[config.mk]
export PLATFORM = sky130hd
export DESIGN_NAME = adc_spi_frame
export DESIGN_NICKNAME = d
export VERILOG_FILES = /design/src/adc_spi_pkg.sv /design/src/adc_spi_frame.sv /design/src/sample_fifo.sv
export SDC_FILE = /design/constraint.sdc
export NUM_CORES = 1
export LEC_CHECK = 0
export CAP_MARGIN = 20
export CORE_ASPECT_RATIO = 0.5
export CORE_MARGIN = 2
export CORE_UTILIZATION = 62
export DETAILED_ROUTE_END_ITERATION = 10
export DONT_BUFFER_PORTS = 1
export GPL_ROUTABILITY_DRIVEN = 0
export PLACE_DENSITY = 0.82
export SYNTH_ARGS = -nofsm -noshare
export SYNTH_HDL_FRONTEND = slang
export SYNTH_SLANG_ARGS = --single-unit
export TNS_END_PERCENT = 5
[constraint.sdc]
create_clock -name clock_i -period 8.8 [get_ports clock_i]
set_input_delay 0.44 -clock clock_i [delete_from_list [all_inputs] [get_ports clock_i]]
set_output_delay 0.44 -clock clock_i [all_outputs]
set_load 0.01 [all_outputs]
[src/adc_spi_pkg.sv]
// Purpose: shared constants and carrier types for the ADC serial frame block
// Assumes: one 24-bit device word per frame, 20 MHz system clock
// Notes: pin groups travel as packed structs
package adc_spi_pkg;

   localparam int FRAME_BITS = 24;
   localparam int CNT_W = 5;
   localparam logic [4:0] FRAME_BITS_CNT = 5'h18;
   localparam int DIV_W = 3;

   // modulator clocks per conversion result
   localparam int PHASE_W = 4;
   localparam logic [3:0] PHASE_LAST = 4'hF;
   localparam logic [3:0] PHASE_ZERO = 4'h0;

   localparam int FIFO_DEPTH = 8;

   // reset values
   localparam logic DATA_READY_STROBE_RESET = 1'b1;
   localparam logic SCLK_RESET = 1'b0;
   localparam logic CS_N_RESET = 1'b1;

   typedef enum logic [1:0] {
      MODE_ASYNC,
      MODE_MASTER,
      MODE_SLAVE
   } interface_mode_type;

   typedef struct packed {
      logic cs_n;
      logic sclk;
      logic din;
      logic data_ready_strobe;
   } spi_in_type;

   typedef struct packed {
      logic sclk;
      logic sclk_oe;
      logic dout;
      logic dout_oe;
      logic data_ready_strobe;
      logic data_ready_strobe_oe;
   } spi_out_type;

endpackage

[src/adc_spi_frame.sv]
// Purpose: serial frame control for the ADC port in three interface modes
// Assumes: pins synchronous to clock_i; serial edges seen as clock enables
// Notes: one device word per frame; commands leave after frame completion
`timescale 1ns/1ns
module adc_spi_frame (
   input wire logic clock_i,
   input wire logic resetn_i,
   input wire logic interface_mode_pin_i,
   input wire logic interface_mode_pin_float_i,
   input wire logic internal_clock_source_select_i,
   input wire logic [adc_spi_pkg::DIV_W-1:0] internal_clock_divider_i,
   input wire logic [adc_spi_pkg::DIV_W-1:0] modulator_clock_divider_i,
   input wire logic sync_loss_clear_i,
   input wire adc_spi_pkg::spi_in_type spi_i,
   output adc_spi_pkg::spi_out_type spi_o,
   input wire logic sample_valid_i,
   output logic sample_ready_o,
   input wire logic [adc_spi_pkg::FRAME_BITS-1:0] sample_data_i,
   output logic command_valid_o,
   output logic [adc_spi_pkg::FRAME_BITS-1:0] command_word_o,
   output logic sync_loss_flag_o,
   output logic filter_reset_o,
   output logic modulator_tick_o,
   output adc_spi_pkg::interface_mode_type interface_mode_o
);
   import adc_spi_pkg::*;

   // ------------------------------------------------------------
   // helpers
   // ------------------------------------------------------------
   function automatic logic div_hit(input logic [DIV_W-1:0] cnt,
                                    input logic [DIV_W-1:0] div);
      div_hit = (cnt == div);
   endfunction

   function automatic interface_mode_type strap_mode(input logic level,
                                                     input logic floating);
      if (floating) begin
         strap_mode = MODE_SLAVE;
      end else if (level) begin
         strap_mode = MODE_ASYNC;
      end else begin
         strap_mode = MODE_MASTER;
      end
   endfunction

   // ------------------------------------------------------------
   // state
   // ------------------------------------------------------------
   interface_mode_type mode;
   logic mode_locked;
   logic sclk_prev;
   logic cs_prev;
   logic data_ready_strobe_in_prev;
   logic [DIV_W-1:0] icnt;
   logic [DIV_W-1:0] mcnt;
   logic [PHASE_W-1:0] phase;
   logic sclk_gen;
   logic frame_on;
   logic [FRAME_BITS-1:0] tx_sh;
   logic [CNT_W-1:0] tx_cnt;
   logic [FRAME_BITS-1:0] rx_sh;
   logic [CNT_W-1:0] rx_cnt;
   logic dout_q;
   logic dout_oe_q;
   logic data_ready_strobe_q;
   logic cmd_valid_q;
   logic [FRAME_BITS-1:0] cmd_word_q;
   logic sync_loss;
   logic filt_rst_q;
   logic fifo_valid;
   logic [FRAME_BITS-1:0] fifo_data;

   // ------------------------------------------------------------
   // decode
   // ------------------------------------------------------------
   wire is_master = mode_locked && (mode == MODE_MASTER);
   wire is_slave = mode_locked && (mode == MODE_SLAVE);
   wire is_async = mode_locked && (mode == MODE_ASYNC);
   wire sclk_rise_pin = spi_i.sclk && !sclk_prev;
   wire sclk_fall_pin = !spi_i.sclk && sclk_prev;
   wire cs_rise = spi_i.cs_n && !cs_prev;
   wire data_ready_strobe_in_fall = !spi_i.data_ready_strobe && data_ready_strobe_in_prev;
   wire use_sclk_internal_clock = is_slave && internal_clock_source_select_i;
   wire internal_clock_tick = use_sclk_internal_clock ? sclk_rise_pin
                    : (mode_locked && div_hit(icnt, internal_clock_divider_i));
   wire mod_tick = internal_clock_tick && div_hit(mcnt, modulator_clock_divider_i);
   wire update_tick = mod_tick && (phase == PHASE_LAST);
   // falls accepted on the update tick or while the phase is zero
   wire data_ready_strobe_in_ok = (phase == PHASE_ZERO) || update_tick;
   wire resync = is_slave && data_ready_strobe_in_fall && !data_ready_strobe_in_ok;
   wire m_rise = is_master && internal_clock_tick && !sclk_gen;
   wire m_fall = is_master && internal_clock_tick && sclk_gen;
   wire sel = !spi_i.cs_n && mode_locked && !is_master;
   wire rise_ev = is_master ? m_rise : (sel && sclk_rise_pin);
   wire fall_ev = is_master ? m_fall : (sel && sclk_fall_pin);
   wire active = is_master ? frame_on : sel;
   wire rx_full = (rx_cnt == FRAME_BITS_CNT);
   wire tx_full = (tx_cnt == FRAME_BITS_CNT);
   wire master_end = is_master && frame_on && rx_full;
   wire slave_end = !is_master && mode_locked && cs_rise;
   wire frame_busy = is_master ? frame_on : (sel || cs_rise || is_slave && !spi_i.cs_n);
   wire load = update_tick && fifo_valid && !frame_busy;

   // ------------------------------------------------------------
   // sample buffer
   // ------------------------------------------------------------
   // words wait here while a frame is busy; a full buffer stalls the source
   sample_fifo #(
      .WIDTH(FRAME_BITS),
      .DEPTH(FIFO_DEPTH)
   ) u_fifo (
      .clock_i(clock_i),
      .resetn_i(resetn_i),
      .in_valid_i(sample_valid_i),
      .in_ready_o(sample_ready_o),
      .in_data_i(sample_data_i),
      .out_valid_o(fifo_valid),
      .out_ready_i(load),
      .out_data_o(fifo_data)
   );

   // ------------------------------------------------------------
   // mode strap and pin history
   // ------------------------------------------------------------
   // strap caught on first edge after release
   always_ff @(posedge clock_i) begin
      if (!resetn_i) begin
         mode_locked <= 1'b0;
         mode <= MODE_ASYNC;
      end else if (!mode_locked) begin
         mode_locked <= 1'b1;
         mode <= strap_mode(interface_mode_pin_i, interface_mode_pin_float_i);
      end
   end

   always_ff @(posedge clock_i) begin
      if (!resetn_i) begin
         sclk_prev <= SCLK_RESET;
         cs_prev <= CS_N_RESET;
         data_ready_strobe_in_prev <= DATA_READY_STROBE_RESET;
      end else begin
         sclk_prev <= spi_i.sclk;
         cs_prev <= spi_i.cs_n;
         data_ready_strobe_in_prev <= spi_i.data_ready_strobe;
      end
   end

   // ------------------------------------------------------------
   // clock dividers and data-rate phase
   // ------------------------------------------------------------
   always_ff @(posedge clock_i) begin
      if (!resetn_i || use_sclk_internal_clock || internal_clock_tick) begin
         icnt <= '0;
      end else begin
         icnt <= icnt + 1'b1;
      end
   end

   always_ff @(posedge clock_i) begin
      if (!resetn_i) begin
         mcnt <= '0;
      end else if (internal_clock_tick) begin
         mcnt <= mod_tick ? '0 : mcnt + 1'b1;
      end
   end

   // a bad fall realigns the data-rate phase
   always_ff @(posedge clock_i) begin
      if (!resetn_i || resync) begin
         phase <= '0;
      end else if (mod_tick) begin
         phase <= phase + 1'b1;
      end
   end

   always_ff @(posedge clock_i) begin
      if (!resetn_i) begin
         sync_loss <= 1'b0;
         filt_rst_q <= 1'b0;
      end else begin
         sync_loss <= resync || (sync_loss && !sync_loss_clear_i);
         filt_rst_q <= resync;
      end
   end

   always_ff @(posedge clock_i) begin
      if (!resetn_i) begin
         sclk_gen <= SCLK_RESET;
      end else if (is_master && internal_clock_tick) begin
         sclk_gen <= !sclk_gen;
      end
   end

   // ------------------------------------------------------------
   // frame control
   // ------------------------------------------------------------
   // load opens master frame
   always_ff @(posedge clock_i) begin
      if (!resetn_i) begin
         frame_on <= 1'b0;
      end else if (master_end) begin
         frame_on <= 1'b0;
      end else if (load && is_master) begin
         frame_on <= 1'b1;
      end
   end

   // data-ready returns high at frame end in master and async modes only
   always_ff @(posedge clock_i) begin
      if (!resetn_i) begin
         data_ready_strobe_q <= DATA_READY_STROBE_RESET;
      end else if (load) begin
         data_ready_strobe_q <= 1'b0;
      end else if (master_end || (is_async && cs_rise)) begin
         data_ready_strobe_q <= 1'b1;
      end
   end

   always_ff @(posedge clock_i) begin
      if (!resetn_i || !active || master_end) begin
         rx_cnt <= '0;
         rx_sh <= '0;
      end else if (fall_ev && !rx_full) begin
         rx_sh <= {rx_sh[FRAME_BITS-2:0], spi_i.din};
         rx_cnt <= rx_cnt + 1'b1;
      end
   end

   // word released only once the frame completed
   always_ff @(posedge clock_i) begin
      if (!resetn_i) begin
         cmd_valid_q <= 1'b0;
         cmd_word_q <= '0;
      end else begin
         cmd_valid_q <= (master_end || slave_end) && rx_full;
         if ((master_end || slave_end) && rx_full) begin
            cmd_word_q <= rx_sh;
         end
      end
   end

   always_ff @(posedge clock_i) begin
      if (!resetn_i) begin
         tx_sh <= '0;
         tx_cnt <= '0;
         dout_q <= 1'b0;
      end else if (load) begin
         tx_sh <= fifo_data;
         tx_cnt <= '0;
      end else if (!active && !is_master) begin
         tx_cnt <= '0;
      end else if (rise_ev && active && !tx_full) begin
         dout_q <= tx_sh[FRAME_BITS-1];
         tx_sh <= {tx_sh[FRAME_BITS-2:0], 1'b0};
         tx_cnt <= tx_cnt + 1'b1;
      end
   end

   // float when deselected or past LSB
   always_ff @(posedge clock_i) begin
      if (!resetn_i || !active) begin
         dout_oe_q <= 1'b0;
      end else if (rise_ev) begin
         dout_oe_q <= !tx_full;
      end
   end

   // ------------------------------------------------------------
   // pins and status
   // ------------------------------------------------------------
   // pin direction follows mode
   assign spi_o.sclk = sclk_gen;
   assign spi_o.sclk_oe = is_master;
   assign spi_o.dout = dout_q;
   assign spi_o.dout_oe = dout_oe_q;
   assign spi_o.data_ready_strobe = data_ready_strobe_q;
   assign spi_o.data_ready_strobe_oe = is_master || is_async;
   assign command_valid_o = cmd_valid_q;
   assign command_word_o = cmd_word_q;
   assign sync_loss_flag_o = sync_loss;
   assign filter_reset_o = filt_rst_q;
   assign modulator_tick_o = mod_tick;
   assign interface_mode_o = mode;

   // ------------------------------------------------------------
   // assertions
   // ------------------------------------------------------------
   property p_mode_fixed;
      @(posedge clock_i) disable iff (!resetn_i)
      mode_locked |=> mode_locked && $stable(mode);
   endproperty
   a_mode_fixed: assert property (p_mode_fixed) else $error("mode changed after lock");

   property p_async_data_ready_strobe_high;
      @(posedge clock_i) disable iff (!resetn_i)
      (is_async && cs_rise) |=> spi_o.data_ready_strobe;
   endproperty
   a_async_data_ready_strobe_high: assert property (p_async_data_ready_strobe_high) else $error("data_ready_strobe not high");

   property p_master_drives;
      @(posedge clock_i) disable iff (!resetn_i)
      is_master |-> spi_o.sclk_oe && spi_o.data_ready_strobe_oe;
   endproperty
   a_master_drives: assert property (p_master_drives) else $error("master pin not driven");

   property p_master_sclk_runs;
      @(posedge clock_i) disable iff (!resetn_i)
      (is_master && internal_clock_tick) |=> (spi_o.sclk != $past(spi_o.sclk));
   endproperty
   a_master_sclk_runs: assert property (p_master_sclk_runs) else $error("sclk stalled");

   property p_rx_on_fall;
      @(posedge clock_i) disable iff (!resetn_i)
      (active && !fall_ev && !master_end) |=> $stable(rx_cnt);
   endproperty
   a_rx_on_fall: assert property (p_rx_on_fall) else $error("rx moved off falling edge");

   property p_cmd_after_frame;
      @(posedge clock_i) disable iff (!resetn_i)
      command_valid_o |-> $past(rx_full) && $past(master_end || slave_end);
   endproperty
   a_cmd_after_frame: assert property (p_cmd_after_frame) else $error("early command");

   property p_dout_on_rise;
      @(posedge clock_i) disable iff (!resetn_i)
      (spi_o.dout != $past(spi_o.dout)) |-> $past(rise_ev);
   endproperty
   a_dout_on_rise: assert property (p_dout_on_rise) else $error("dout moved off rise");

   property p_cs_floats;
      @(posedge clock_i) disable iff (!resetn_i)
      (!is_master && spi_i.cs_n) |=> !spi_o.dout_oe;
   endproperty
   a_cs_floats: assert property (p_cs_floats) else $error("dout driven while deselected");

   property p_master_data_ready_strobe_low;
      @(posedge clock_i) disable iff (!resetn_i)
      (is_master && load) |=> !spi_o.data_ready_strobe ##0 frame_on;
   endproperty
   a_master_data_ready_strobe_low: assert property (p_master_data_ready_strobe_low) else $error("data_ready_strobe not low");

   property p_master_data_ready_strobe_end;
      @(posedge clock_i) disable iff (!resetn_i)
      master_end |-> $past(tx_full) ##1 (spi_o.data_ready_strobe && !frame_on);
   endproperty
   a_master_data_ready_strobe_end: assert property (p_master_data_ready_strobe_end) else $error("frame not closed");

   property p_slave_inputs;
      @(posedge clock_i) disable iff (!resetn_i)
      is_slave |-> !spi_o.sclk_oe && !spi_o.data_ready_strobe_oe;
   endproperty
   a_slave_inputs: assert property (p_slave_inputs) else $error("slave drives input pin");

   property p_resync;
      @(posedge clock_i) disable iff (!resetn_i)
      resync |=> sync_loss_flag_o && filter_reset_o && (phase == PHASE_ZERO);
   endproperty
   a_resync: assert property (p_resync) else $error("resync not flagged");

   c_master_frame: cover property (@(posedge clock_i) disable iff (!resetn_i) master_end);
   c_async_cmd: cover property (@(posedge clock_i) disable iff (!resetn_i)
      is_async && command_valid_o);
   c_slave_resync: cover property (@(posedge clock_i) disable iff (!resetn_i) resync);
endmodule

[src/sample_fifo.sv]
// Purpose: conversion word buffer between sample source and output shifter
// Assumes: single clock, first-word-fall-through read
// Notes: one extra pointer bit tells full from empty
`timescale 1ns/1ns
module sample_fifo #(
   parameter int WIDTH = adc_spi_pkg::FRAME_BITS,
   parameter int DEPTH = adc_spi_pkg::FIFO_DEPTH
) (
   input wire logic clock_i,
   input wire logic resetn_i,
   input wire logic in_valid_i,
   output logic in_ready_o,
   input wire logic [WIDTH-1:0] in_data_i,
   output logic out_valid_o,
   input wire logic out_ready_i,
   output logic [WIDTH-1:0] out_data_o
);
   localparam int AW = $clog2(DEPTH);

   logic [WIDTH-1:0] mem [DEPTH];
   logic [AW:0] wr_ptr;
   logic [AW:0] rd_ptr;
   wire full = (wr_ptr[AW] != rd_ptr[AW]) && (wr_ptr[AW-1:0] == rd_ptr[AW-1:0]);
   wire empty = (wr_ptr == rd_ptr);
   wire push = in_valid_i && !full;
   wire pop = !empty && out_ready_i;

   assign in_ready_o = !full;
   assign out_valid_o = !empty;
   assign out_data_o = mem[rd_ptr[AW-1:0]];

   always_ff @(posedge clock_i) begin
      if (push) begin
         mem[wr_ptr[AW-1:0]] <= in_data_i;
      end
   end

   always_ff @(posedge clock_i) begin
      if (!resetn_i) begin
         wr_ptr <= '0;
         rd_ptr <= '0;
      end else begin
         if (push) begin
            wr_ptr <= wr_ptr + 1'b1;
         end
         if (pop) begin
            rd_ptr <= rd_ptr + 1'b1;
         end
      end
   end
endmodule

==> results.toml, run 1 <==
[outcome]
run_status = "finished, final reports clean"

[die]
rows = 36
io_pins = 78
dieArea_sq_um = 20700
fp.coreArea_sq_um = 19300
start_util_pct = 62.7
dieHeight_microns = 103
die_w_microns = 202

[power]
clockPowerShare_pct = 39.8
combPwrFrac_pct = 3.5
power_switching_uw = 568
p_leak_nw = 4.29
switching_share_pct = 20.5
power.share.sequential_pct = 56.8
p_int_mw = 2.20
p_per_area_nw_per_um2 = 207
ir_worst_vdd_mv = 0.117

[hold_path]
hold_path_end = "data_ready_strobe_in_prev"
min_path_cells = 1
hold_path.class = "in -> reg"
hold_start = "spi_i[0]"

[logic_synthesis]
synth_fp_nets = 873
synth-edff-count = 192
syn_area_per_cell_sq_um = 14.7
syn_inst = 822
synth_top_area_share_pct = 47.7
synthDistinctLibCells = 50
yosysWarnings = 0
yosysTopAreaCell = "edfxtp_1"
synth.yosys.seq_area_share_pct = 67.0
synth-async-reset-ratio_pct = 0
synth_most_common_cell = "edfxtp_1"
netlist_area_sq_um = 12100
ys_dominant_reg_cell = "edfxtp_1"
netlist_top_cells_area = "edfxtp_1 48%, dfxtp_1 19%, mux4_2 8.9%, mux2i_1 4.4%, nand2_1 2.7%"
yosys-top-cells-count = "192 x edfxtp_1, 117 x dfxtp_1, 87 x nand2_1"
synth-seq-cells = 309

[place]
hpwl_mm = 12.9
placed_cells = 1049
numPortBuffers = 0

[clock_network]
clock-sinks = 309
root_buffer = "clkbuf_16"
clock_latency_ns = 0.55
clk_pin_slew_ns = 0.07
cts_max_level = 1
cts_resized = 0
cts_made_buffers = 26
cts_buffer_depth = 3
cts_tree = "built"

[setup_path]
cp-start-kind = "flip-flop"
crit_chain = "nand3b_1 > and4b_1 > a22o_1 > nand2_1 > nand4_1 > o211ai_2"
r2r_end = "tx_sh[19]"
arrival_ns = 3.35
cp.required_ns = 9.21
reg2reg_slack_ns = 5.87
critical-path-slowest-cell = "nand2_1"
crit_buf_inv = 0
cpLargestDelayFamily = "simple AND/OR/NAND/NOR gates"
path_max_fanout = 27
rr_startpoint = "mode_locked"
critPathKind = "reg -> reg"
reg2regPathDepth = 6
critPathMaxStageDelay_ns = 0.67
crit_cells = 6
end_kind = "flip-flop"

[sta]
clock.fmax_mhz = 341
rsz0062_at_grt = "no"
final.setup.tns_ns = 0
skew_ns = 0.0207
finalSetupViolations = 0
hold_viol = 0
finalCriticalPeriod_ns = 2.93
finalMaxSlewViolations = 0
hold_slack_ns = 0.0112
tightest_slew_ns = 1.08
slew_headroom_pct = 27.7
post-route-period-util_pct = 33.3

[global_routing]
antenna_found_initial = 2
overflow = 0
grt_start_max_net_pins = 49
grt_pass1_wl_mm = 36.1
grt.total_usage_pct = 22.6
grt_pass1_vias = 6722

[layout]
syn_to_final_growth_pct = 10.8
nFillCells = 1235
layout.cells.non_filler = 1123
drive_gt1_share_pct = 15.7
final_util_pct = 69.5
layout.nets = 888

[detailed_routing]
drtIter0Drc = 509
routed_wl_mm = 23.2
num_vias = 6782
vias_per_cell = 6.04
ant_nets = 0
drc = 0
drt_pass1_iterations = 4
wl_per_cell_microns = 20.6

[run]
maxCapViolations = 0
[layout make-up]
type / instances / area, sq um / area share [%]
clock buffers: 38 / 726 / 5.42
multi-input cells: 452 / 3760 / 28.1
inverters: 13 / 48.8 / 0.364
repair buffers: 35 / 328 / 2.45
clock inverters: 8 / 88.8 / 0.663
flip-flops and latches: 309 / 8110 / 60.5
well taps: 266 / 333 / 2.48
diodes: 2 / 5.00 / 0.0374
[worst reg2reg max path: stages, from the launching register on]
cell and delay (ns):
dfxtp_1 0.59, nand3b_1 0.25, and4b_1 0.41, a22o_1 0.27, nand2_1 0.67, nand4_1 0.48, o211ai_2 0.15
[power by group through the flow]
| stage | Clock (mW) | Combinational [mW] | Sequential [mW] |
|---|---|---|---|
| 6_report | 1.10 | 0.0960 | 1.57 |
| 3_3_place_gp | 0 | 0.0746 | 1.60 |
| 3_5_place_dp | 0 | 0.0767 | 1.61 |
| 5_1_grt | 1.17 | 0.104 | 1.58 |
| 2_1_floorplan | 0 | 0.0605 | 1.60 |
| 4_1_cts | 1.12 | 0.0967 | 1.57 |
[how the worst max path moves through the flow]
| stage | start | end | slack, ns |
|---|---|---|---|
| after floorplan | u_fifo.wr_ptr[0] | u_fifo.mem[0][0] | 5.45 |
| after global placement | u_fifo.wr_ptr[0] | u_fifo.mem[2][6] | 6.21 |
| after detailed placement | mode_locked | tx_sh[18] | 6.04 |
| after CTS | mode_locked | tx_sh[19] | 5.94 |
| after global routing | mode_locked | tx_sh[19] | 5.71 |
| final | mode_locked | tx_sh[19] | 5.87 |
[through the flow]
step                      cell area [sq um]  setup WS, ns  power (mW)
after global routing                  13400          5.71        2.85
after floorplan                       12100          5.45        1.66
final                                 13400          5.87        2.77
after CTS                             13400          5.94        2.79
after global placement                12300          6.21        1.68
after detailed placement              12300          6.04        1.68
[cell usage in the layout (no fill, tap or decap), types with 3 or more instances in the layout]
cell           instances
edfxtp_1             192
dfxtp_1              115
nand2_1               87
nor2_1                60
mux2i_1               53
mux4_2                48
a21oi_1               35
nand4_1               29
clkbuf_16             26
dlygate4sd3_1         26
o211ai_2              20
nand3_1               17
xnor2_1               14
xor2_1                13
inv_1                 12
ha_1                  10
nand2b_1               9
clkbuf_1               9
buf_4                  9
nor2_4                 5
nor3_1                 5
nor2b_1                4
nand4b_1               3
nor3_2                 3
and2_1                 3
o21ai_0                3
o211ai_1               3
clkinv_1               3
clkbuf_8               3
[registers in the layout, indices dropped and copies added (netlist names), 5 cells and up, named ones only]
register        cells
u_fifo.mem        192
command_word_o     24
rx_sh              24
tx_sh              24
rx_cnt              5
tx_cnt              5
[what timing repair did]
item / 4_1_cts / 5_1_grt
hold endpoints to repair: 196 / 0
hold buffers: 26 / 0
setup endpoints to repair: 0 / 0
buffers inserted: 0 / 0
[logic make-up (layout without fill, tap and decap cells)]
logic type	Yosys count	count (layout)	synth area share, %
buf+inv	61	94	2.32
simple gates	239	239	9.30
mux	104	104	13.6
flops	309	309	67.0
xor+xnor	27	27	1.96
other cells	0	2	0
compound gates	72	72	4.72
fa+ha+maj	10	10	1.03
[metal layers]
metal,vias to the layer above,global-route usage [%],routed length [microns]
met5,-,0,0
met2,236,39.0,11300
met3,35,4.46,1510
li1,3097,-,-
met4,0,5.66,412
met1,3414,30.3,10000
No activity file was read; power rests on OpenSTA's default activity.
==> run 2: changes to the inputs <==
Clock period 8.8 ns to 3 ns, I/O delays scaled along.
==> run 2 against run 1 <==
Net effect: flip-flop and latch count unchanged; clock skew down 0.011 ns; sequential power rose to 2.9 times the previous value; combinational power rose to 3.2 times the previous value; cell area up 2.1%; cell count up 2.1%; clock power rose to 3.1 times the previous value; via count up 0.44%; first-iteration DRC count up 21%.
==> results.toml, run 2 (synthesis results as in run 1) <==
[outcome]
run_status = "finished, final reports clean"

[clock_network]
clk_pin_slew_ns = 0.07
post_cts_buffers = 0
root_buffer = "clkbuf_16"
cts_tree = "built"
cts_max_level = 1
cts_buffer_depth = 3
clock_latency_ns = 0.53
clock-sinks = 309
cts_made_buffers = 26

[layout]
largest_register_ffs = 192
layout_commonest_cell = "edfxtp_1"
layout.cells.non_filler = 1147
final_cell_area_sq_um = 13700
final_util_pct = 71.0
layout_common_cells = "192 x edfxtp_1, 115 x dfxtp_1, 87 x nand2_1, 60 x nor2_1, 53 x mux2i_1"
syn_to_final_growth_pct = 13.1
drive_gt1_share_pct = 17.9
layout.nets = 911

[place]
numPortBuffers = 0
dpl_cell_area_sq_um = 12400
placed_cells = 1064
hpwl_mm = 13.7
dp_slack_ns = 0.546

[setup_path]
critPathKind = "reg -> reg"
crit_end = "tx_sh[10]"
path_max_fanout = 23
end_kind = "flip-flop"
r2r_end = "tx_sh[10]"
cp.required_ns = 3.40
rr_startpoint = "mode_locked"
reg2reg_slack_ns = 0.48
cp-start-kind = "flip-flop"
crit_start = "mode_locked"
reg2regPathDepth = 6
arrival_ns = 2.91

[power]
total_power_mw = 8.38
ir_worst_vdd_mv = 0.398
p_leak_nw = 4.46
p_per_area_nw_per_um2 = 612

[detailed_routing]
drtIter0Drc = 617
drc = 0
num_vias = 6812
vias_per_cell = 5.94
routed_wl_mm = 23.4
ant_nets = 0
drt_pass1_iterations = 4
wl_per_cell_microns = 20.4

[die]
dieArea_sq_um = 20700
die_w_microns = 202
start_util_pct = 62.7
io_pins = 78
dieHeight_microns = 103
rows = 36
fp.coreArea_sq_um = 19300

[sta]
hold_slack_ns = 0.0952
skew_ns = 0.00983
slew_headroom_pct = 40.6
rsz0062_at_grt = "no"
clock.fmax_mhz = 397
finalSetupViolations = 0
post-route-period-util_pct = 83.9
finalCriticalPeriod_ns = 2.52
hold_viol = 0
tightest_slew_ns = 0.892
final.setup.tns_ns = 0
finalMaxSlewViolations = 0
setup_ws_ns = 0.484

[global_routing]
grt.total_usage_pct = 22.5
overflow = 0
grt_start_max_net_pins = 48
antenna_found_initial = 2
grt_pass1_wl_mm = 36.2
grt_pass1_vias = 6682

[hold_path]
hold_start = "spi_i[2]"
hold_path.class = "in -> reg"
min_path_cells = 4

[run]
maxCapViolations = 0
run 2: cell types whose count changed in the layout (fill, tap and decap cells not counted), moves of 3 or more:
| cell | delta |
|---|---|
| buf_12 | +3 |
| dlygate4sd3_1 | +7 |
| clkbuf_1 | -8 |
| buf_4 | +13 |
| nor2_2 | +5 |
| nor2_4 | -5 |
run 2: final cells by class:
cell class,count,area (sq um)
flip-flops and latches,309,8110
clock inverters,15,151
repair buffers,58,556
fillers,1242,5600
diodes,2,5.00
clock buffers,32,734
well taps,266,333
inverters,13,48.8
multi-input cells,452,3740
run 2: worst min path at each step:
| stage | end | slack, ns |
|---|---|---|
| 6_report | mcnt[1] | 0.1 |
| 5_1_grt | sclk_prev | 0.11 |
| 4_1_cts | mcnt[1] | 0.08 |
| 3_5_place_dp | mode_locked | 0.19 |
| 3_3_place_gp | mode_locked | 0.18 |
| 2_1_floorplan | mode_locked | 0.18 |
run 2: critical path, stage by stage (launching register included):
cell,delay (ns)
dfxtp_1,0.58
nand4b_1,0.35
mux2i_2,0.43
nand3_1,0.39
buf_4,0.36
nand4_1,0.16
o211ai_2,0.10
run 2: where the power goes:
part	switching (mW)	internal, mW	total, mW
Sequential	0.0332	4.58	4.62
Clock	1.46	1.99	3.46
Combinational	0.183	0.123	0.306
run 2: metal layers:
metal / GRT usage, % / part of all wire (%) / up-vias
met4: 5.49 / 1.6 / 0
met3: 4.46 / 6.6 / 33
met1: 30.8 / 44 / 3403
met2: 38.0 / 48 / 223
li1: - / - / 3153
met5: 0 / 0 / -
run 2: repair_timing:
| action | 4_1_cts | 5_1_grt |
|---|---|---|
| endpoints found under the setup margin | 0 | 0 |
| hold buffers | 34 | 0 |
| hold endpoints to repair | 244 | 0 |
| gates resized for setup | 0 | 0 |
